[src/pkg/swt_pkg.sv]
`default_nettype none
package swt_pkg;

    // ------------------------------------------------------------
    // Register map (byte addresses)
    // ------------------------------------------------------------
    localparam int           ADDR_W           = 8;
    localparam logic [7:0]   OFS_CTRL         = 8'h00;
    localparam logic [7:0]   OFS_TX_LOW_HALF  = 8'h04;
    localparam logic [7:0]   OFS_TX_HIGH_HALF = 8'h08;
    localparam logic [7:0]   OFS_STATUS       = 8'h0C;
    localparam logic [7:0]   OFS_IRQ_STATUS   = 8'h10;
    localparam logic [7:0]   OFS_IRQ_MASK     = 8'h14;

    // ------------------------------------------------------------
    // Control fields
    // ------------------------------------------------------------
    localparam int           CTRL_REPEAT_POS   = 0;
    localparam int           CTRL_LOOPBACK_POS = 5;
    localparam int           CTRL_PARITY_POS   = 12;
    localparam int           CTRL_RATE_POS     = 13;
    localparam logic [31:0]  CTRL_RESET        = 32'h0000_0020;
    localparam logic [31:0]  CTRL_WR_MASK      = 32'h0000_3021;

    // ------------------------------------------------------------
    // Interrupt fields
    // ------------------------------------------------------------
    localparam int           IRQ_W          = 3;
    localparam int           IRQ_EMPTY_POS  = 0;
    localparam int           IRQ_SENT_POS   = 1;
    localparam int           IRQ_DROP_POS   = 2;
    localparam logic [2:0]   IRQ_MASK_RESET = 3'h0;

    // ------------------------------------------------------------
    // Word store
    // ------------------------------------------------------------
    localparam int           WORD_W     = 31;
    localparam int           FIFO_DEPTH = 8;
    localparam int           PTR_W      = 3;
    localparam int           CNT_W      = 4;

    // ------------------------------------------------------------
    // Timing, in master clocks
    // ------------------------------------------------------------
    localparam int           BIT_CLK_FAST = 10;
    localparam int           BIT_CLK_SLOW = 80;
    localparam int           GAP_CLK_FAST = 40;
    localparam logic [5:0]   HALF_FAST    = 6'(BIT_CLK_FAST / 2);
    localparam logic [5:0]   HALF_SLOW    = 6'(BIT_CLK_SLOW / 2);
    localparam int           GAP_HALVES   = GAP_CLK_FAST / (BIT_CLK_FAST / 2);
    localparam logic [2:0]   GAP_LAST     = 3'(GAP_HALVES - 1);
    localparam logic [4:0]   BIT_LAST     = 5'h1F;

    typedef enum logic [4:0] {
        ST_IDLE = 5'b00001,
        ST_LOAD = 5'b00010,
        ST_DATA = 5'b00100,
        ST_NULL = 5'b01000,
        ST_GAP  = 5'b10000
    } swt_state_e;

endpackage
`default_nettype wire
[src/design/swt_bit_divider.sv]
`default_nettype none
module swt_bit_divider
    import swt_pkg::*;
(
    input  wire logic pclk,
    input  wire logic presetn,
    input  wire logic slow_sel,
    output logic      half_tick
);
    logic [5:0] cnt_ff;
    wire  [5:0] reload = slow_sel ? HALF_SLOW - 6'h01 : HALF_FAST - 6'h01;

    assign half_tick = (cnt_ff == 6'h00);

    always_ff @(posedge pclk or negedge presetn) begin
        if (!presetn) begin
            cnt_ff <= 6'h00;
        end else if (half_tick) begin
            cnt_ff <= reload;
        end else begin
            cnt_ff <= cnt_ff - 6'h01;
        end
    end
endmodule
`default_nettype wire

[src/design/swt_fifo.sv]
`default_nettype none
module swt_fifo
    import swt_pkg::*;
(
    input  wire logic              pclk,
    input  wire logic              presetn,
    input  wire logic              push_valid,
    output logic                   push_ready,
    input  wire logic [WORD_W-1:0] push_data,
    output logic                   pop_valid,
    input  wire logic              pop_ready,
    output logic [WORD_W-1:0]      pop_data,
    output logic [CNT_W-1:0]       count
);
    logic [WORD_W-1:0] mem [FIFO_DEPTH];
    logic [PTR_W-1:0]  wr_ptr_ff;
    logic [PTR_W-1:0]  rd_ptr_ff;
    logic [CNT_W-1:0]  cnt_ff;
    wire               do_push = push_valid & push_ready;
    wire               do_pop  = pop_valid & pop_ready;

    assign push_ready = (cnt_ff != CNT_W'(FIFO_DEPTH));
    assign pop_valid  = (cnt_ff != '0);
    assign pop_data   = mem[rd_ptr_ff];
    assign count      = cnt_ff;

    always_ff @(posedge pclk) begin
        if (do_push) begin
            mem[wr_ptr_ff] <= push_data;
        end
    end

    always_ff @(posedge pclk or negedge presetn) begin
        if (!presetn) begin
            wr_ptr_ff <= '0;
            rd_ptr_ff <= '0;
            cnt_ff    <= '0;
        end else begin
            wr_ptr_ff <= wr_ptr_ff + PTR_W'(do_push);
            rd_ptr_ff <= rd_ptr_ff + PTR_W'(do_pop);
            cnt_ff    <= cnt_ff + CNT_W'(do_push) - CNT_W'(do_pop);
        end
    end
endmodule
`default_nettype wire

[src/design/swt_transmitter.sv]
// Operation
// RULE1: Host loads low half, then high half
// RULE2: FIFO holds eight words, ignores loads when full
// RULE3: Empty flag high exactly when FIFO empty
// RULE4: Launch pops oldest word, first bit soon
// RULE5: Fast rate: 5 data, 5 null, 40 gap
// RULE6: Slow rate: 40 data, 40 null, 320 gap
// RULE7: Word counter raises empty flag when drained
// RULE8: Parity bit 32, odd or even by control
// RULE9: Loopback feeds transmitter states to receivers
// RULE10: Receiver one true, receiver two complemented
// RULE11: Loopback words still appear on line
// RULE12: Force-null input holds both outputs null
// RULE13: Host keeps launch enable until empty flag
// RULE14: One positive, zero negative, null zero
// RULE15: Rate bit also selects output slope
// RULE16: Repeater loads received halves, low first
// RULE17: Bit clock is master divided 10 or 80
// RULE18: Serial bit one goes first, ascending
// RULE19: Outputs rest null when not sending
`default_nettype none
module swt_transmitter
    import swt_pkg::*;
(
    input  wire logic              pclk,
    input  wire logic              presetn,
    input  wire logic              psel,
    input  wire logic              penable,
    input  wire logic              pwrite,
    input  wire logic [ADDR_W-1:0] paddr,
    input  wire logic [31:0]       pwdata,
    output logic                   pready,
    output logic [31:0]            prdata,
    output logic                   pslverr,
    input  wire logic              tx_launch_enable,
    input  wire logic              force_null,
    input  wire logic              rpt_low_strobe,
    input  wire logic              rpt_high_strobe,
    input  wire logic [15:0]       rpt_data,
    output logic                   line_out_pos,
    output logic                   line_out_neg,
    output logic                   slow_slope,
    output logic                   tx_empty,
    output logic                   loop_active,
    output logic                   rx1_loop_pos,
    output logic                   rx1_loop_neg,
    output logic                   rx2_loop_pos,
    output logic                   rx2_loop_neg,
    output logic                   irq
);
    // ------------------------------------------------------------
    // Register bus
    // ------------------------------------------------------------
    logic [31:0]      ctrl_ff;
    logic [31:0]      prdata_ff;
    logic [15:0]      low_half_ff;
    logic             low_valid_ff;
    logic [IRQ_W-1:0] irq_stat_ff;
    logic [IRQ_W-1:0] irq_mask_ff;

    wire setup    = psel & ~penable;
    wire access   = psel & penable;
    wire hit_ctrl = (paddr == OFS_CTRL);
    wire hit_lo   = (paddr == OFS_TX_LOW_HALF);
    wire hit_hi   = (paddr == OFS_TX_HIGH_HALF);
    wire hit_stat = (paddr == OFS_STATUS);
    wire hit_ist  = (paddr == OFS_IRQ_STATUS);
    wire hit_imsk = (paddr == OFS_IRQ_MASK);
    wire addr_hit = hit_ctrl | hit_lo | hit_hi | hit_stat | hit_ist | hit_imsk;
    wire wr_en    = access & pwrite;

    wire parity_sense_bit    = ctrl_ff[CTRL_PARITY_POS];
    wire loopback_select_bit = ctrl_ff[CTRL_LOOPBACK_POS];
    wire rate_select_bit     = ctrl_ff[CTRL_RATE_POS];
    wire repeat_enable       = ctrl_ff[CTRL_REPEAT_POS];

    assign pready  = 1'b1;
    assign pslverr = access & ~addr_hit;
    assign prdata  = prdata_ff;

    // ------------------------------------------------------------
    // Half-word assembly
    // ------------------------------------------------------------
    wire apb_low  = wr_en & hit_lo;
    wire apb_high = wr_en & hit_hi;
    wire rpt_low  = repeat_enable & rpt_low_strobe;
    wire rpt_high = repeat_enable & rpt_high_strobe;

    wire        load_low_half_strobe  = apb_low | rpt_low;                        // RULE16
    wire        load_high_half_strobe = apb_high | rpt_high;                      // RULE16
    wire [15:0] low_in                = apb_low ? pwdata[15:0] : rpt_data;
    wire [15:0] high_in               = apb_high ? pwdata[15:0] : rpt_data;

    // Word bit i is serial bit i+1; bus bit 8 carries no data on load
    wire [WORD_W-1:0] word_in = {low_half_ff[10], low_half_ff[9], high_in, low_half_ff[15:11],
                                 low_half_ff[0], low_half_ff[1], low_half_ff[2], low_half_ff[3],
                                 low_half_ff[4], low_half_ff[5], low_half_ff[6], low_half_ff[7]};

    // High half only completes a word after a fresh low half
    wire push_req = load_high_half_strobe & low_valid_ff;                         // RULE1

    // ------------------------------------------------------------
    // Word store and bit clock
    // ------------------------------------------------------------
    logic              push_ready;
    logic              pop_valid;
    logic              pop_ready;
    logic [WORD_W-1:0] head_word;
    logic [CNT_W-1:0]  word_count;
    logic              half_tick;

    swt_fifo u_fifo (
        .pclk       (pclk),
        .presetn    (presetn),
        .push_valid (push_req),
        .push_ready (push_ready),
        .push_data  (word_in),
        .pop_valid  (pop_valid),
        .pop_ready  (pop_ready),
        .pop_data   (head_word),
        .count      (word_count)
    );

    swt_bit_divider u_div (
        .pclk      (pclk),
        .presetn   (presetn),
        .slow_sel  (rate_select_bit),                                                 // RULE17
        .half_tick (half_tick)
    );

    wire load_drop = push_req & ~push_ready;                                      // RULE2
    assign tx_empty = ~pop_valid;                                                 // RULE3 RULE7

    // ------------------------------------------------------------
    // Serial sequencer
    // ------------------------------------------------------------
    swt_state_e st_ff;
    swt_state_e nxt_st;
    logic [31:0] shift_ff;
    logic [4:0]  bit_cnt_ff;
    logic [2:0]  gap_cnt_ff;

    wire go        = tx_launch_enable & pop_valid;
    wire gap_done  = (st_ff == ST_GAP) & half_tick & (gap_cnt_ff == GAP_LAST);
    wire last_bit  = (bit_cnt_ff == BIT_LAST);
    wire word_sent = (st_ff == ST_NULL) & half_tick & last_bit;
    assign pop_ready = go & ((st_ff == ST_IDLE) | gap_done);                      // RULE4

    // Ones in word plus parity: odd when sense low, even when high
    wire parity_bit = ~(^head_word) ^ parity_sense_bit;                           // RULE8

    always_comb begin
        nxt_st = st_ff;
        case (st_ff)
            ST_IDLE: begin
                if (go) begin
                    nxt_st = ST_LOAD;                                             // RULE4
                end
            end
            ST_LOAD: begin
                if (half_tick) begin
                    nxt_st = ST_DATA;
                end
            end
            ST_DATA: begin
                if (half_tick) begin
                    nxt_st = ST_NULL;                                             // RULE5 RULE6
                end
            end
            ST_NULL: begin
                if (half_tick) begin
                    nxt_st = last_bit ? ST_GAP : ST_DATA;
                end
            end
            ST_GAP: begin
                if (gap_done) begin
                    nxt_st = go ? ST_DATA : ST_IDLE;                              // RULE5 RULE6
                end
            end
            default: begin
                nxt_st = ST_IDLE;
            end
        endcase
    end

    always_ff @(posedge pclk or negedge presetn) begin
        if (!presetn) begin
            st_ff <= ST_IDLE;
        end else begin
            st_ff <= nxt_st;
        end
    end

    always_ff @(posedge pclk or negedge presetn) begin
        if (!presetn) begin
            shift_ff   <= 32'h0000_0000;
            bit_cnt_ff <= 5'h00;
        end else if (pop_ready) begin
            shift_ff   <= {parity_bit, head_word};
            bit_cnt_ff <= 5'h00;
        end else if ((st_ff == ST_NULL) & half_tick & ~last_bit) begin
            shift_ff   <= {1'b0, shift_ff[31:1]};                                 // RULE18
            bit_cnt_ff <= bit_cnt_ff + 5'h01;
        end
    end

    always_ff @(posedge pclk or negedge presetn) begin
        if (!presetn) begin
            gap_cnt_ff <= 3'h0;
        end else if (st_ff != ST_GAP) begin
            gap_cnt_ff <= 3'h0;
        end else if (half_tick) begin
            gap_cnt_ff <= gap_cnt_ff + 3'h1;
        end
    end

    // ------------------------------------------------------------
    // Line driver and loopback
    // ------------------------------------------------------------
    logic pos_ff;
    logic neg_ff;
    logic lb_pos_ff;
    logic lb_neg_ff;
    logic lb_act_ff;

    wire in_data = (st_ff == ST_DATA);
    wire bit_one = in_data & shift_ff[0];                                         // RULE14
    wire bit_zer = in_data & ~shift_ff[0];                                        // RULE14
    wire lb_on   = ~loopback_select_bit;                                          // RULE9

    always_ff @(posedge pclk or negedge presetn) begin
        if (!presetn) begin
            pos_ff    <= 1'b0;
            neg_ff    <= 1'b0;
            lb_pos_ff <= 1'b0;
            lb_neg_ff <= 1'b0;
            lb_act_ff <= 1'b0;
        end else begin
            pos_ff    <= bit_one & ~force_null;                                   // RULE11 RULE12 RULE19
            neg_ff    <= bit_zer & ~force_null;                                   // RULE11 RULE12 RULE19
            lb_pos_ff <= bit_one & lb_on;                                         // RULE9
            lb_neg_ff <= bit_zer & lb_on;                                         // RULE9
            lb_act_ff <= lb_on;
        end
    end

    assign line_out_pos = pos_ff;
    assign line_out_neg = neg_ff;
    assign loop_active  = lb_act_ff;
    assign rx1_loop_pos = lb_pos_ff;
    assign rx1_loop_neg = lb_neg_ff;
    assign rx2_loop_pos = lb_neg_ff;                                              // RULE10
    assign rx2_loop_neg = lb_pos_ff;                                              // RULE10
    assign slow_slope   = rate_select_bit;                                        // RULE15

    // ------------------------------------------------------------
    // Registers and interrupts
    // ------------------------------------------------------------
    logic tx_empty_d_ff;
    wire  [IRQ_W-1:0] irq_ev  = {load_drop, word_sent, tx_empty & ~tx_empty_d_ff};
    wire  [IRQ_W-1:0] irq_clr = (wr_en & hit_ist) ? pwdata[IRQ_W-1:0] : {IRQ_W{1'b0}};
    wire  [31:0]      status_rd = {23'h0, low_valid_ff, word_count, 1'b0,
                                   (st_ff != ST_IDLE), ~push_ready, tx_empty};
    wire  [31:0]      rd_mux =
        hit_ctrl ? ctrl_ff :
        hit_lo   ? {16'h0000, low_half_ff} :
        hit_stat ? status_rd :
        hit_ist  ? {29'h0, irq_stat_ff} :
        hit_imsk ? {29'h0, irq_mask_ff} : 32'h0000_0000;

    always_ff @(posedge pclk or negedge presetn) begin
        if (!presetn) begin
            ctrl_ff       <= CTRL_RESET;
            irq_mask_ff   <= IRQ_MASK_RESET;
            irq_stat_ff   <= '0;
            tx_empty_d_ff <= 1'b1;
            prdata_ff     <= 32'h0000_0000;
        end else begin
            if (wr_en & hit_ctrl) begin
                ctrl_ff <= pwdata & CTRL_WR_MASK;
            end
            if (wr_en & hit_imsk) begin
                irq_mask_ff <= pwdata[IRQ_W-1:0];
            end
            irq_stat_ff   <= (irq_stat_ff & ~irq_clr) | irq_ev;
            tx_empty_d_ff <= tx_empty;
            if (setup) begin
                prdata_ff <= pwrite ? 32'h0000_0000 : rd_mux;
            end
        end
    end

    always_ff @(posedge pclk or negedge presetn) begin
        if (!presetn) begin
            low_half_ff  <= 16'h0000;
            low_valid_ff <= 1'b0;
        end else if (load_low_half_strobe) begin
            low_half_ff  <= low_in;                                               // RULE1
            low_valid_ff <= 1'b1;
        end else if (load_high_half_strobe) begin
            low_valid_ff <= 1'b0;
        end
    end

    assign irq = |(irq_stat_ff & irq_mask_ff);

    // ------------------------------------------------------------
    // Checks
    // ------------------------------------------------------------
    a_full_ignore: assert property (@(posedge pclk) disable iff (!presetn)   // RULE2
        (push_req && !push_ready && !pop_ready) |=> (word_count == CNT_W'(FIFO_DEPTH)))
        else $error("load accepted while full");

    a_empty_flag: assert property (@(posedge pclk) disable iff (!presetn)    // RULE7
        (pop_ready && word_count == 4'h1 && !push_req) |=> tx_empty)
        else $error("empty flag not raised after last word");

    a_launch_time: assert property (@(posedge pclk) disable iff (!presetn)   // RULE4
        (st_ff == ST_IDLE && go) |-> ##[1:45] (st_ff == ST_DATA))
        else $error("first bit late after launch");

    a_fast_half: assert property (@(posedge pclk) disable iff (!presetn)     // RULE5
        ($rose(st_ff == ST_DATA) && !rate_select_bit) |-> (st_ff == ST_DATA)[*5] ##1 (st_ff == ST_NULL))
        else $error("fast data half not five clocks");

    a_fast_gap: assert property (@(posedge pclk) disable iff (!presetn)      // RULE5
        ($rose(st_ff == ST_GAP) && !rate_select_bit) |-> ##39 (st_ff == ST_GAP) ##1 (st_ff != ST_GAP))
        else $error("fast word gap not forty clocks");

    a_parity_odd: assert property (@(posedge pclk) disable iff (!presetn)    // RULE8
        $rose(st_ff == ST_LOAD) |-> ((^shift_ff) == !parity_sense_bit))
        else $error("parity bit wrong");

    a_force_null: assert property (@(posedge pclk) disable iff (!presetn)    // RULE12
        force_null |=> (!line_out_pos && !line_out_neg))
        else $error("line not null under force");

    a_null_rest: assert property (@(posedge pclk) disable iff (!presetn)     // RULE19
        (st_ff != ST_DATA) |=> (!line_out_pos && !line_out_neg))
        else $error("line not null outside data");

    a_line_code: assert property (@(posedge pclk) disable iff (!presetn)     // RULE14
        (in_data && !force_null) |=> (line_out_pos == $past(shift_ff[0]) && line_out_neg != line_out_pos))
        else $error("line level does not match bit");

    a_loop_compl: assert property (@(posedge pclk) disable iff (!presetn)    // RULE10
        (lb_on && !force_null) |=> ({rx1_loop_pos, rx2_loop_pos} == {line_out_pos, line_out_neg}))
        else $error("receiver two not complement");
endmodule
`default_nettype wire

[config.mk]
export PLATFORM = sky130hd
export DESIGN_NAME = swt_transmitter
export DESIGN_NICKNAME = d
export VERILOG_FILES = /design/src/pkg/swt_pkg.sv /design/src/design/swt_bit_divider.sv /design/src/design/swt_fifo.sv /design/src/design/swt_transmitter.sv
export SDC_FILE = /design/constraint.sdc
export NUM_CORES = 1
export LEC_CHECK = 0
export BUFFER_PORTS_ARGS = -buffer_cell sky130_fd_sc_hd__buf_2
export CORE_ASPECT_RATIO = 0.7
export CORE_UTILIZATION = 40
export CTS_CLUSTER_DIAMETER = 100
export DETAILED_ROUTE_END_ITERATION = 7
export SLEW_MARGIN = 20
export SYNTH_ARGS = -nofsm -noshare
export SYNTH_HDL_FRONTEND = slang
export SYNTH_SLANG_ARGS = --single-unit
export TNS_END_PERCENT = 5
[constraint.sdc]
create_clock -name pclk -period 3.8 [get_ports pclk]
set_clock_uncertainty 0.15 [all_clocks]
set_input_delay 0.19 -clock pclk [delete_from_list [all_inputs] [get_ports pclk]]
set_output_delay 0.19 -clock pclk [all_outputs]
set_load 0.005 [all_outputs]
# After elaboration in Yosys (flattened, before gate mapping)
# Memory sizes are Yosys's and may differ from the RTL's.
# Index checks and enable logic that the tools add are counted.
# classes
add_sub_neg	7
eq_ne	20
n_mux	29
bitwise_logic	52
reduce_logical	9
# op_table
op	n
$mux 16	5
$mux 32	2
$mux 5	8
$reduce_xor 31->1	1
$and 1x1->1	29
$pmux 5 s5	1
$mux 3	6
$eq 8x4->1 const B	2
$eq 8x5->1 const B	2
$mux 6	2
$eq 5x5->1 const B	2
$ne 2x2->1 const B	5
$not 1->1	10
$mux 9	1
$eq 8x3->1 const B	1
$logic_not 8->1	1
$or 1x1->1	8
$add 3x1->3	2
$and 3x3->3	2
$logic_not 6->1	1
$reduce_bool 2->1	3
$sub 6x1->6 const B	1
$add 5x1->5 const B	1
$eq 5x1->1 const B	1
other kinds (17)	20
# word_totals
register_bits	126
ramBits	248
inputBits	65
out_inout_bits	44
word_cells	138
n_memories	1
# mem_list
memory	words	word_bits	read_ports	rd_ports_with_merged_regs	write_ports	line_no	text
u_fifo.mem	8	31	1	0	1	swt_fifo.sv:15	logic [WORD_W-1:0] mem [FIFO_DEPTH];

# Logic depth before layout (Yosys ltp)
# Gate-level depths: netlist of the first run.
# depth
ltp_word	8
depth_mapped	14

# Modules after synthesis
# From an unflattened synthesis of the first run, not the netlist that was laid out.
# unflattened
cells_unflattened	967
hier_area_um2	15457.3
# modules_own_cells
module	instances	cells_per_inst	area_per_inst_um2
swt_fifo	1	411	10103.4
swt_transmitter	1	527	5036.1
swt_bit_divider	1	29	317.8

# Least setup slack after synthesis of the first run
# Ideal clock, no wire load.
# synth_timing
path_kind	input to register
from	input port paddr[5]
to	memory u_fifo.mem[0][0] (enable)
t_arrival_ps	3801
setup_slack_ps	-609
stages	10
cell_sequence	nor3_1 -> nand2_1 -> nor2_1 -> and3_1 -> clkbuf_1 -> a21oi_1 -> nand2b_1 -> a21oi_1 -> nand2b_1 -> nor3_1
# synth_between
elab_chain_len	7
# synth_rtl
element	line_no	text
start: declaration	swt_transmitter.sv:30	input wire logic [ADDR_W-1:0] paddr,
$eq 8x4->1	swt_transmitter.sv:65	wire hit_hi = (paddr == OFS_TX_HIGH_HALF);
$and 1x1->1	swt_transmitter.sv:85	wire apb_high = wr_en & hit_hi;
$or 1x1->1	swt_transmitter.sv:90	wire load_high_half_strobe = apb_high | rpt_high;
$and 1x1->1	swt_transmitter.sv:100	wire push_req = load_high_half_strobe & low_valid_ff;
$and 1x1->1	swt_fifo.sv:19	wire do_push = push_valid & push_ready;
$mux 1	swt_fifo.sv:28	if (do_push) begin
$mux 1 (implied by the code)	swt_fifo.sv:29	mem[wr_ptr_ff] <= push_data;
end: declaration	swt_fifo.sv:15	
# No other way between the ends.

# Worst setup path after layout of the first run
# layout_timing
from	register u_fifo.rd_ptr_ff[0]
to	register shift_ff[31]
# layout_between
elab_chain_len	5
# layout_rtl
element	line_no	text
start: declaration	swt_fifo.sv:17	logic [PTR_W-1:0] rd_ptr_ff;
start signal: assignment	swt_fifo.sv:40	rd_ptr_ff <= rd_ptr_ff + PTR_W'(do_pop);
$mem_v2 8x31	-	
$reduce_xor 31->1	swt_transmitter.sv:150	wire parity_bit = ~(^head_word) ^ parity_sense_bit;
$not 1->1	swt_transmitter.sv:150	
$xor 1x1->1	swt_transmitter.sv:150	
$mux 32	swt_transmitter.sv:198	end else if (pop_ready) begin
end signal: assignment	swt_transmitter.sv:199	shift_ff <= {parity_bit, head_word};
end signal: assignment	swt_transmitter.sv:202	shift_ff <= {1'b0, shift_ff[31:1]};
end: declaration	swt_transmitter.sv:139	logic [31:0] shift_ff;
# No other way between the ends.
# A chain may end at the register's enable or synchronous reset.

==> run summary, run 1 <==
outcome = complete, no violations
Place WS = 0.603 ns
Fin Setup TNS = 0 ns
Avg WL per Cell = 21.3 microns
Initial Util = 40.7%
number of cells on the worst hold path = 2
TritonCTS buffer count = 35
CTS tree = yes
post_cts resized = 0
vias = 9022
first drt pass iteration count = 4
Synth top area share = 49.1%
I/O Buffers = 75
Critical Path RT = 4.04 ns
Crit Path Category = flip-flop to flip-flop
CTS Buffer Depth = 3
CORE AREA = 37300 sq um
synthesis-stage register bit count = 358
first-pass GRT wire length = 55.5 mm
Async S/R FF share, synth = 30.7%
Seq/Total Area, Yosys = 67.2%
post-layout util = 48.0%
vias in the first global route = 8946
Distinct cells, synth = 54
fin crit period = 3.15 ns
WL final = 36.2 mm
antenna violations before repair = 0
DRT antenna net count = 0
Worst Path Max Fanout = 19
area leader, netlist = edfxtp_1
post-CTS setup repair buffer count = 0
number of vias per cell = 5.30
Rows = 59
worst setup margin = 0.648 ns
most instantiated cells after synthesis = edfxtp_1, nand2_1, dfrtp_1
max-cap violations = 0
Synth Area per Inst = 14.6 sq um
worst reg-to-reg setup slack = 0.65 ns
H-Tree Depth = 2
largest net degree at the start of global routing = 63
clock root cell = clkbuf_16
period utilisation layout = 82.9%
CP Capture Type = flip-flop
Die Ht = 165 microns
Tot Pwr = 12.8 mW
Slew @ Worst Pin = 0.899 ns
Reg clk slew, reported paths = 0.06 ns
Final Hold Vio Count = 0
reg2reg start = u_fifo.rd_ptr_ff[0]
DP HPWL = 22.6 mm
Worst R2R Path Depth = 10
Max VDD drop = 0.559 mV
worst r2r dst = shift_ff[31]
most frequent cell after synthesis = edfxtp_1
Max Slew Vio Count = 0
Die ar. = 38700 sq um
I/O pins = 109
Area contributors post-synth = edfxtp_1, dfrtp_1, mux2i_1, mux4_2, nand2_1
min-delay src = rpt_data[8]
EDFF count, synth = 248
GPL Wtd Cong = 0.844
area grow syn2layout = 17.8%
Power Dens Cells = 718 nW/um^2
Setup-failing EPs final = 0
# nets final = 1268
CTS Sinks = 358
Ys Warns = 0
Post-Syn Area = 15200 sq um
Synth Instances = 1039
insertion delay to the later sink of the worst-skew pair = 0.53 ns
unrepaired setup endpoints after global routing = false
Primary FF master, synth = edfxtp_1
Hold WC Path Type = input port to flip-flop
LEAKAGE = 7.03 nW
WHS Endpoint = u_fifo.mem[0][21]
hold_buf cts = 48
CP Launch Type = flip-flop
layout cells sized above 1 = 21.4%
max_slew headroom = 40.0%
Die X = 235 microns
f_max = 317 MHz
grt total ovfl = 0
gr usage total = 19.2%
critical path arrival = 3.39 ns
drt drc = 0
DRT iter0 DRCs = 819
## cells in the final DEF (no fill, tap or decap), types with 4 or more instances in the layout
cell type,n
a21oi_1,59
inv_1,16
a21oi_2,18
mux4_2,31
a22o_1,6
mux2_2,23
clkinv_2,5
nand3_1,4
mux2i_1,86
clkinv_1,6
buf_2,74
dfrtp_1,106
o21ai_0,30
nor3_1,12
clkbuf_1,8
nor2_1,23
o22ai_1,32
ha_1,15
and3_1,31
nand2b_1,8
edfxtp_1,248
buf_4,36
buf_12,5
clkbuf_16,36
xor2_1,11
nor2_4,6
conb_1,17
dlygate4sd3_1,48
nand2_1,123
xnor2_1,30
## power breakdown
| group | switching (mW) | internal [mW] | total (mW) |
|---|---|---|---|
| Combinational | 2.39 | 2.13 | 4.51 |
| Clock | 1.46 | 2.01 | 3.48 |
| Sequential | 0.341 | 4.52 | 4.86 |
## through the flow
stage	cells	cell area, sq um	hold slack, ns
3_5_place_dp	1590	16300	0.143
2_1_floorplan	1054	15200	-0.256
5_1_grt	1701	17900	0.0256
6_report	1702	17900	0.0136
4_1_cts	1701	17900	0.00374
3_3_place_gp	1590	16300	0.136
## state kept, by name, indices dropped and copies added (netlist names), 4 cells and up
signal / flops
ctrl_ff: 4
bit_cnt_ff: 5
u_fifo.mem: 248
u_div.cnt_ff: 6
low_half_ff: 16
st_ff: 5
u_fifo.count: 4
prdata: 16
shift_ff: 32
## layout make-up
class | instances | area [sq um]
fill | 3201 | 19400
sequential | 358 | 10200
multi-input combinational | 612 | 4640
timing repair buffer | 163 | 1220
clock buffer | 47 | 972
tap | 488 | 611
clock inverter | 16 | 168
inverter | 17 | 63.8
antenna | 1 | 2.50
## worst max path at each step
stage,start,to,slack (ns),cells past startpoint
floorplan,paddr[5],u_fifo.mem[1][0],-0.61,10
global placement,u_fifo.rd_ptr_ff[0],shift_ff[31],0.63,9
detailed placement,u_fifo.rd_ptr_ff[0],shift_ff[31],0.60,9
CTS,u_fifo.rd_ptr_ff[0],shift_ff[31],0.61,9
global route,u_fifo.rd_ptr_ff[0],shift_ff[31],0.38,11
finish,u_fifo.rd_ptr_ff[0],shift_ff[31],0.65,10
## worst max-delay path: stages (launching register included)
cell	delay, ns
dfrtp_4	0.69
buf_4	0.32
mux2i_1	0.24
o22ai_1	0.10
a21oi_1	0.47
xnor2_1	0.19
xnor2_2	0.17
xnor2_1	0.23
xnor2_1	0.20
xnor2_1	0.15
o21ai_1	0.07
## metal layers
metal  share of wire (%)  global-route usage (%)  vias to the layer above
met1                  50                    29.4                     4631
met2                  44                    29.1                      225
li1                    -                       -                     4134
met4                0.94                    3.44                        0
met5                   0                       0                        -
met3                 4.8                    3.01                       32
## cells by family (layout without fill, tap and decap cells)
| family | after synthesis | after routing | share of synthesized area (%) |
|---|---|---|---|
| AOI/OAI and AO/OA | 163 | 163 | 6.53 |
| buffers and inverters | 84 | 243 | 3.07 |
| adders and majority gates | 16 | 16 | 1.37 |
| xor gates and xnor gates | 44 | 44 | 2.69 |
| muxes | 140 | 140 | 12.0 |
| and+or+nand+nor | 232 | 232 | 7.10 |
| DFF | 358 | 358 | 67.2 |
| other | 2 | 18 | 0.0495 |
No activity file was read; power rests on OpenSTA's default activity.
==> run 2: changes to the inputs <==
==> constraint.sdc (replaced) <==
create_clock -name pclk -period 3.2 [get_ports pclk]
set_clock_uncertainty 0.15 [all_clocks]
set_input_delay 0.16 -clock pclk [delete_from_list [all_inputs] [get_ports pclk]]
set_output_delay 0.16 -clock pclk [all_outputs]
set_load 0.005 [all_outputs]
==> run 2 against run 1 <==
  * Routed wire length decreased by 1.3%
  * First-iteration DRC count decreased by 26%
  * Non-clock buffer count increased by 24
  * Count of clock-buffer cells in the layout increased by 3
  * Flip-flop and latch count unchanged
  * Register-to-register slack got worse by 0.35 ns
  * Critical endpoint is now u_fifo.count[2]
  * Largest cell class unchanged
  * Highest routed layer unchanged
==> run summary, run 2 (synthesized netlist as in run 1, its figures left out) <==
outcome = complete, no violations (unchanged)
Initial Util = 40.7% (unchanged)
Worst Path Max Fanout = 4 (was 19)
Rows = 59 (unchanged)
post_cts resized = 0 (unchanged)
max_slew headroom = 60.4% (was 40.0%)
Reg clk slew, reported paths = 0.07 ns (was 0.06 ns)
first drt pass iteration count = 4 (unchanged)
max reg flops = 248 (unchanged)
Die Ht = 165 microns (unchanged)
CP max stage cell = or3_1 (was dfrtp_4)
unrepaired setup endpoints after global routing = false (unchanged)
WL final = 35.7 mm (was 36.2 mm)
first-pass GRT wire length = 55.0 mm (was 55.5 mm)
Reg with most FFs = u_fifo.mem (unchanged)
post-layout util = 49.0% (was 48.0%)
crit path cell chain = or3_1 -> nor3b_2 -> nand2_1 -> nor2_1 -> o21ai_2 -> clkinv_1 -> ha_1 -> inv_1 -> ha_1 -> inv_1 -> fa_1 -> xnor2_1 (was buf_4 -> mux2i_1 -> o22ai_1 -> a21oi_1 -> xnor2_1 -> xnor2_2 -> xnor2_1 -> xnor2_1 -> xnor2_1 -> o21ai_1)
Final Hold Vio Count = 0 (unchanged)
vias in the first global route = 9068 (was 8946)
GPL Wtd Cong = 0.826 (was 0.844)
CP Capture Type = flip-flop (unchanged)
Die ar. = 38700 sq um (unchanged)
largest net degree at the start of global routing = 73 (was 63)
I/O pins = 109 (unchanged)
Die X = 235 microns (unchanged)
Max VDD drop = 0.686 mV (was 0.559 mV)
ANT cells = 0 (was 1)
TritonCTS buffer count = 36 (was 35)
Place WS = 0.305 ns (was 0.603 ns)
worst reg-to-reg setup slack = 0.30 ns (was 0.65 ns)
Crit Path Category = flip-flop to flip-flop (unchanged)
most common cell after layout, fill and taps aside = edfxtp_1 (unchanged)
slowest stage delay, CP = 0.45 ns (was 0.69 ns)
Final Cell Area = 18300 sq um (was 17900 sq um)
# nets final = 1293 (was 1268)
most frequent cells in the layout = edfxtp_1, nand2_1, dfrtp_1 (unchanged)
fin crit period = 2.90 ns (was 3.15 ns)
I/O Buffers = 75 (unchanged)
CTS Sinks = 358 (unchanged)
number of vias per cell = 5.26 (was 5.30)
period utilisation layout = 90.7% (was 82.9%)
biggest regs = u_fifo.mem (248), shift_ff (32) (unchanged)
CP delay by family, top = simple AND/OR/NAND/NOR gates (was XOR/XNOR gates)
f_max = 345 MHz (was 317 MHz)
placed cell area = 16500 sq um (was 16300 sq um)
critical path arrival = 3.16 ns (was 3.39 ns)
# fillers = 3182 (was 3201)
Critical Path RT = 3.46 ns (was 4.04 ns)
Avg WL per Cell = 20.7 microns (was 21.3 microns)
Crit path buffers/inverters = 3 (was 1)
multi-input combinational cell area = 4640 sq um (unchanged)
DRT antenna net count = 0 (unchanged)
vias = 9091 (was 9022)
area grow syn2layout = 20.3% (was 17.8%)
DP HPWL = 22.2 mm (was 22.6 mm)
FF+latch area = 10200 sq um (unchanged)
Setup-failing EPs final = 0 (unchanged)
insertion delay to the later sink of the worst-skew pair = 0.52 ns (was 0.53 ns)
CTS tree = yes (unchanged)
clock root cell = clkbuf_16 (unchanged)
CORE AREA = 37300 sq um (unchanged)
max-cap violations = 0 (unchanged)
CTS Buffer Depth = 3 (unchanged)
drt drc = 0 (unchanged)
Max Slew Vio Count = 0 (unchanged)
H-Tree Depth = 2 (unchanged)
Slew @ Worst Pin = 0.579 ns (was 0.899 ns)
grt total ovfl = 0 (unchanged)
Hold WC Path Type = input port to asynchronous set/reset pin (was input port to flip-flop)
worst setup margin = 0.298 ns (was 0.648 ns)
Power Dens Cells = 856 nW/um^2 (was 718 nW/um^2)
LEAKAGE = 7.20 nW (was 7.03 nW)
layout cells sized above 1 = 22.5% (was 21.4%)
antenna violations before repair = 0 (unchanged)
CP Launch Type = flip-flop (unchanged)
DRT iter0 DRCs = 604 (was 819)
gr usage total = 18.9% (was 19.2%)
-- run 2: cell count changes in the layout (fill, tap and decap cells not counted), sizes merged --
cell         delta
buf            +16
dlygate4sd3     +8
clkinv          -4
clkbuf          +3
clkinvlp        +2
bufinv          +1
diode           -1
-- run 2: stage by stage --
stage / instances / power [mW] / hold slack (ns) / setup TNS (ns)
after floorplan: 1054 / 9.85 / -0.286 / -78.59
final: 1727 / 15.6 / 0.0351 / 0
after global placement: 1606 / 11.3 / 0.0528 / 0
after global routing: 1727 / 16.5 / 0.0238 / 0
after CTS: 1727 / 15.8 / 0.00134 / 0
after detailed placement: 1606 / 11.4 / 0.0514 / 0
-- run 2: worst paths after layout --
check                           cells past startpoint           endpoint             from
min in group pclk                                   2  u_fifo.mem[1][14]      rpt_data[1]
worst max-delay path                               12    u_fifo.count[2]  u_div.cnt_ff[2]
worst max register to register                     12    u_fifo.count[2]  u_div.cnt_ff[2]
worst min-delay path                                2        shift_ff[6]          presetn
max in group asynchronous                           3      tx_empty_d_ff          presetn
worst min register to register                      2          prdata[5]        prdata[5]
-- run 2: power by group --
group | leakage (nW) | total, mW | internal [mW] | switching (mW)
Clock | 0.585 | 4.31 | 2.56 | 1.75
Combinational | 2.96 | 5.63 | 2.70 | 2.93
Sequential | 3.65 | 5.68 | 5.37 | 0.315
Total | 7.20 | 15.6 | 10.6 | 5.00
-- run 2: routing by layer --
layer / routed length [microns] / share of wire, % / global-route usage [%] / up-vias
met1: 17700 / 50 / 28.0 / 4610
met3: 2110 / 5.9 / 3.94 / 46
met5: 0 / 0 / 0 / -
met4: 598 / 1.7 / 4.49 / 0
li1: - / - / - / 4183
met2: 15300 / 43 / 28.5 / 252
-- run 2: final cells by class --
type                    instances  share of cell area [%]
clock inverters                15                    1.02
flip-flops and latches        358                    55.9
well taps                     488                    3.34
clock buffers                  50                    5.56
repair buffers                187                    8.40
inverters                      17                   0.349
multi-input cells             612                    25.4
-- run 2: timing repair --
item / 4_1_cts / 5_1_grt
endpoints found under the hold margin: 195 / 0
buffers inserted: 0 / 0
hold buffers: 56 / 0
-- run 2: worst reg2reg max path, cell delays in order (launching register included) --
cell      delay, ns
dfrtp_1        0.41
or3_1          0.45
nor3b_2        0.22
nand2_1        0.09
nor2_1         0.12
o21ai_2        0.08
clkinv_1       0.16
ha_1           0.25
inv_1          0.06
ha_1           0.17
inv_1          0.07
fa_1           0.41
xnor2_1        0.14
==> run 3: changes to the inputs <==
--- a/config.mk
+++ b/config.mk
@@ -6,10 +6,13 @@
 export NUM_CORES = 1
 export LEC_CHECK = 0
 export BUFFER_PORTS_ARGS = -buffer_cell sky130_fd_sc_hd__buf_2
+export CELL_PAD_IN_SITES_DETAIL_PLACEMENT = 1
+export CELL_PAD_IN_SITES_GLOBAL_PLACEMENT = 1
 export CORE_ASPECT_RATIO = 0.7
 export CORE_UTILIZATION = 40
 export CTS_CLUSTER_DIAMETER = 100
 export DETAILED_ROUTE_END_ITERATION = 7
+export PLACE_DENSITY_LB_ADDON = 0.1
 export SLEW_MARGIN = 20
 export SYNTH_ARGS = -nofsm -noshare
 export SYNTH_HDL_FRONTEND = slang
==> run 3 against run 2 <==
  * Design area grew 0.15%
  * Flip-flop and latch count is the same
  * Count of clock-buffer cells in the layout shrank 2
  * Sequential share of layout area shrank 0.084 points
  * Critical path depth is the same
  * Sequential power is essentially flat
  * Combinational power grew 4.6%
  * Final cell count is the same
  * Worst hold slack lost 0.022 ns
==> run summary, run 3 (synthesized netlist as in run 1, its figures left out) <==
Crit Path Category = flip-flop to flip-flop (unchanged)
DRT iter0 DRCs = 698 (was 604)
Reg with most FFs = u_fifo.mem (unchanged)
Tot Pwr = 16.0 mW (was 15.6 mW)
Worst Hold Slack = 0.0135 ns (was 0.0351 ns)
Hold WC Path Type = input port to flip-flop (was input port to asynchronous set/reset pin)
CP max stage cell = or3_1 (unchanged)
outcome = complete, no violations (unchanged)
CP Capture Type = flip-flop (unchanged)
Die X = 235 microns (unchanged)
LEAKAGE = 7.22 nW (was 7.20 nW)
DR WL met3 = 1.46 mm (was 2.11 mm)
antenna violations before repair = 0 (unchanged)
met2 routed WL = 17.5 mm (was 15.3 mm)
TritonCTS buffer count = 37 (was 36)
DRT antenna net count = 0 (unchanged)
wl on met1 = 20.4 mm (was 17.7 mm)
unrepaired setup endpoints after global routing = false (unchanged)
max_slew headroom = 53.4% (was 60.4%)
Initial Util = 40.7% (unchanged)
CTS Buffer Depth = 3 (unchanged)
Max VDD drop = 0.569 mV (was 0.686 mV)
vias = 9102 (was 9091)
first-pass GRT wire length = 60.4 mm (was 55.0 mm)
biggest regs = u_fifo.mem (248), shift_ff (32) (unchanged)
fin crit period = 2.95 ns (was 2.90 ns)
most frequent cells in the layout = edfxtp_1, nand2_1, dfrtp_1 (unchanged)
GPL Wtd Cong = 0.766 (was 0.826)
Critical Path RT = 3.50 ns (was 3.46 ns)
crit path cell chain = or3_1 -> nor3b_2 -> nand2_1 -> nor2_1 -> o21ai_2 -> clkinv_1 -> ha_1 -> inv_1 -> ha_1 -> inv_1 -> fa_1 -> xnor2_1 (unchanged)
# nets final = 1291 (was 1293)
# fillers = 3672 (was 3182)
post-CTS setup repair buffer count = 0 (unchanged)
vias in the first global route = 9502 (was 9068)
slowest stage delay, CP = 0.45 ns (about the same)
drt drc = 0 (unchanged)
largest net degree at the start of global routing = 53 (was 73)
layout cells sized above 1 = 22.9% (was 22.5%)
insertion delay to the later sink of the worst-skew pair = 0.54 ns (was 0.52 ns)
clock root cell = clkbuf_16 (unchanged)
number of cells on the worst hold path = 4
Rows = 59 (unchanged)
I/O pins = 109 (unchanged)
WL final = 39.9 mm (was 35.7 mm)
Crit path depth = 12 (unchanged)
Die Ht = 165 microns (unchanged)
DP HPWL = 25.5 mm (was 22.2 mm)
ANT cells = 0 (unchanged)
CTS tree = yes (unchanged)
uppermost layer routed = met4 (unchanged)
Final Hold Vio Count = 0 (unchanged)
number of vias per cell = 5.27 (was 5.26)
Avg WL per Cell = 23.1 microns (was 20.7 microns)
max reg flops = 248 (unchanged)
I/O Buffers = 75 (unchanged)
Slew @ Worst Pin = 0.681 ns (was 0.579 ns)
Power Dens Cells = 877 nW/um^2 (was 856 nW/um^2)
most common cell after layout, fill and taps aside = edfxtp_1 (unchanged)
area grow syn2layout = 20.5% (was 20.3%)
grt total ovfl = 0 (unchanged)
Final Cell Area = 18300 sq um (about the same)
f_max = 338 MHz (was 345 MHz)
Max Slew Vio Count = 0 (unchanged)
gr usage total = 21.2% (was 18.9%)
Reg clk slew, reported paths = 0.06 ns (was 0.07 ns)
Die ar. = 38700 sq um (unchanged)
CTS Sinks = 358 (unchanged)
max-cap violations = 0 (unchanged)
Worst R2R Path Depth = 12 (unchanged)
Setup-failing EPs final = 0 (unchanged)
CP delay by family, top = simple AND/OR/NAND/NOR gates (unchanged)
CORE AREA = 37300 sq um (unchanged)
critical path arrival = 3.26 ns (was 3.16 ns)
Worst Path Max Fanout = 4 (unchanged)
first drt pass iteration count = 7 (was 4)
placed cell area = 16500 sq um (about the same)
H-Tree Depth = 2 (unchanged)
CP Launch Type = flip-flop (unchanged)
period utilisation layout = 92.3% (was 90.7%)
Crit path buffers/inverters = 3 (unchanged)
-- run 3: cell count changes in the layout (fill, tap and decap cells not counted) --
| cell | delta |
|---|---|
| dlygate4sd3_1 | -5 |
| clkinv_2 | +4 |
| buf_12 | +2 |
| clkbuf_8 | -2 |
| clkinv_1 | +2 |
| bufinv_16 | +1 |
| clkbuf_1 | -1 |
| clkbuf_16 | +1 |
| clkinvlp_4 | -1 |
| inv_6 | -1 |
| nand2_1 | -1 |
| nand2_2 | +1 |
-- run 3: area by class of cell --
class / count / area, sq um / area share [%]
sequential: 358 / 10200 / 55.8
clock inverter: 20 / 228 / 1.25
multi-input combinational: 612 / 4640 / 25.4
inverter: 17 / 63.8 / 0.349
timing repair buffer: 184 / 1520 / 8.33
tap: 488 / 611 / 3.34
clock buffer: 48 / 1010 / 5.52
-- run 3: layer usage --
| metal | global-route usage (%) | vias to the layer above |
|---|---|---|
| met4 | 4.67 | 0 |
| li1 | - | 4186 |
| met5 | 0 | - |
| met1 | 32.0 | 4716 |
| met2 | 32.3 | 155 |
| met3 | 3.11 | 45 |
-- run 3: worst paths after layout --
kind                              endpoint       startpoint  slack, ns
setup / recovery           u_fifo.count[2]  u_div.cnt_ff[2]       0.25
max in group asynchronous    tx_empty_d_ff          presetn       2.04
min in group asynchronous     rx1_loop_neg          presetn       0.07
hold reg to reg                  prdata[0]        prdata[0]       0.33
hold / removal                   prdata[5]             psel       0.01
setup reg to reg           u_fifo.count[2]  u_div.cnt_ff[2]       0.25
-- run 3: timing repair --
action	CTS	global route
resized for setup	0	1
hold endpoints to repair	178	0
endpoints found under the setup margin	0	1
hold buffers	51	0
-- run 3: tightest hold or removal path, stage by stage --
cell	delay (ns)
buf_2	0.10
nand2b_1	0.20
nand2_1	0.12
o21ai_0	0.06
-- run 3: power by group --
group	total (mW)	internal [mW]	switching (mW)
logic	5.89	2.77	3.12
clock network	4.46	2.64	1.82
registers	5.68	5.37	0.310
-- run 3: through the flow --
stage | utilization [%] | TNS (ns) | cells | setup slack, ns
after global placement | 44.4 | 0 | 1608 | 0.299
after CTS | 49.0 | 0 | 1727 | 0.204
after floorplan | - | -78.59 | 1054 | -0.350
after global routing | 49.1 | 0 | 1727 | 0.0104
final | 49.1 | 0 | 1727 | 0.245
after detailed placement | 44.4 | 0 | 1608 | 0.270
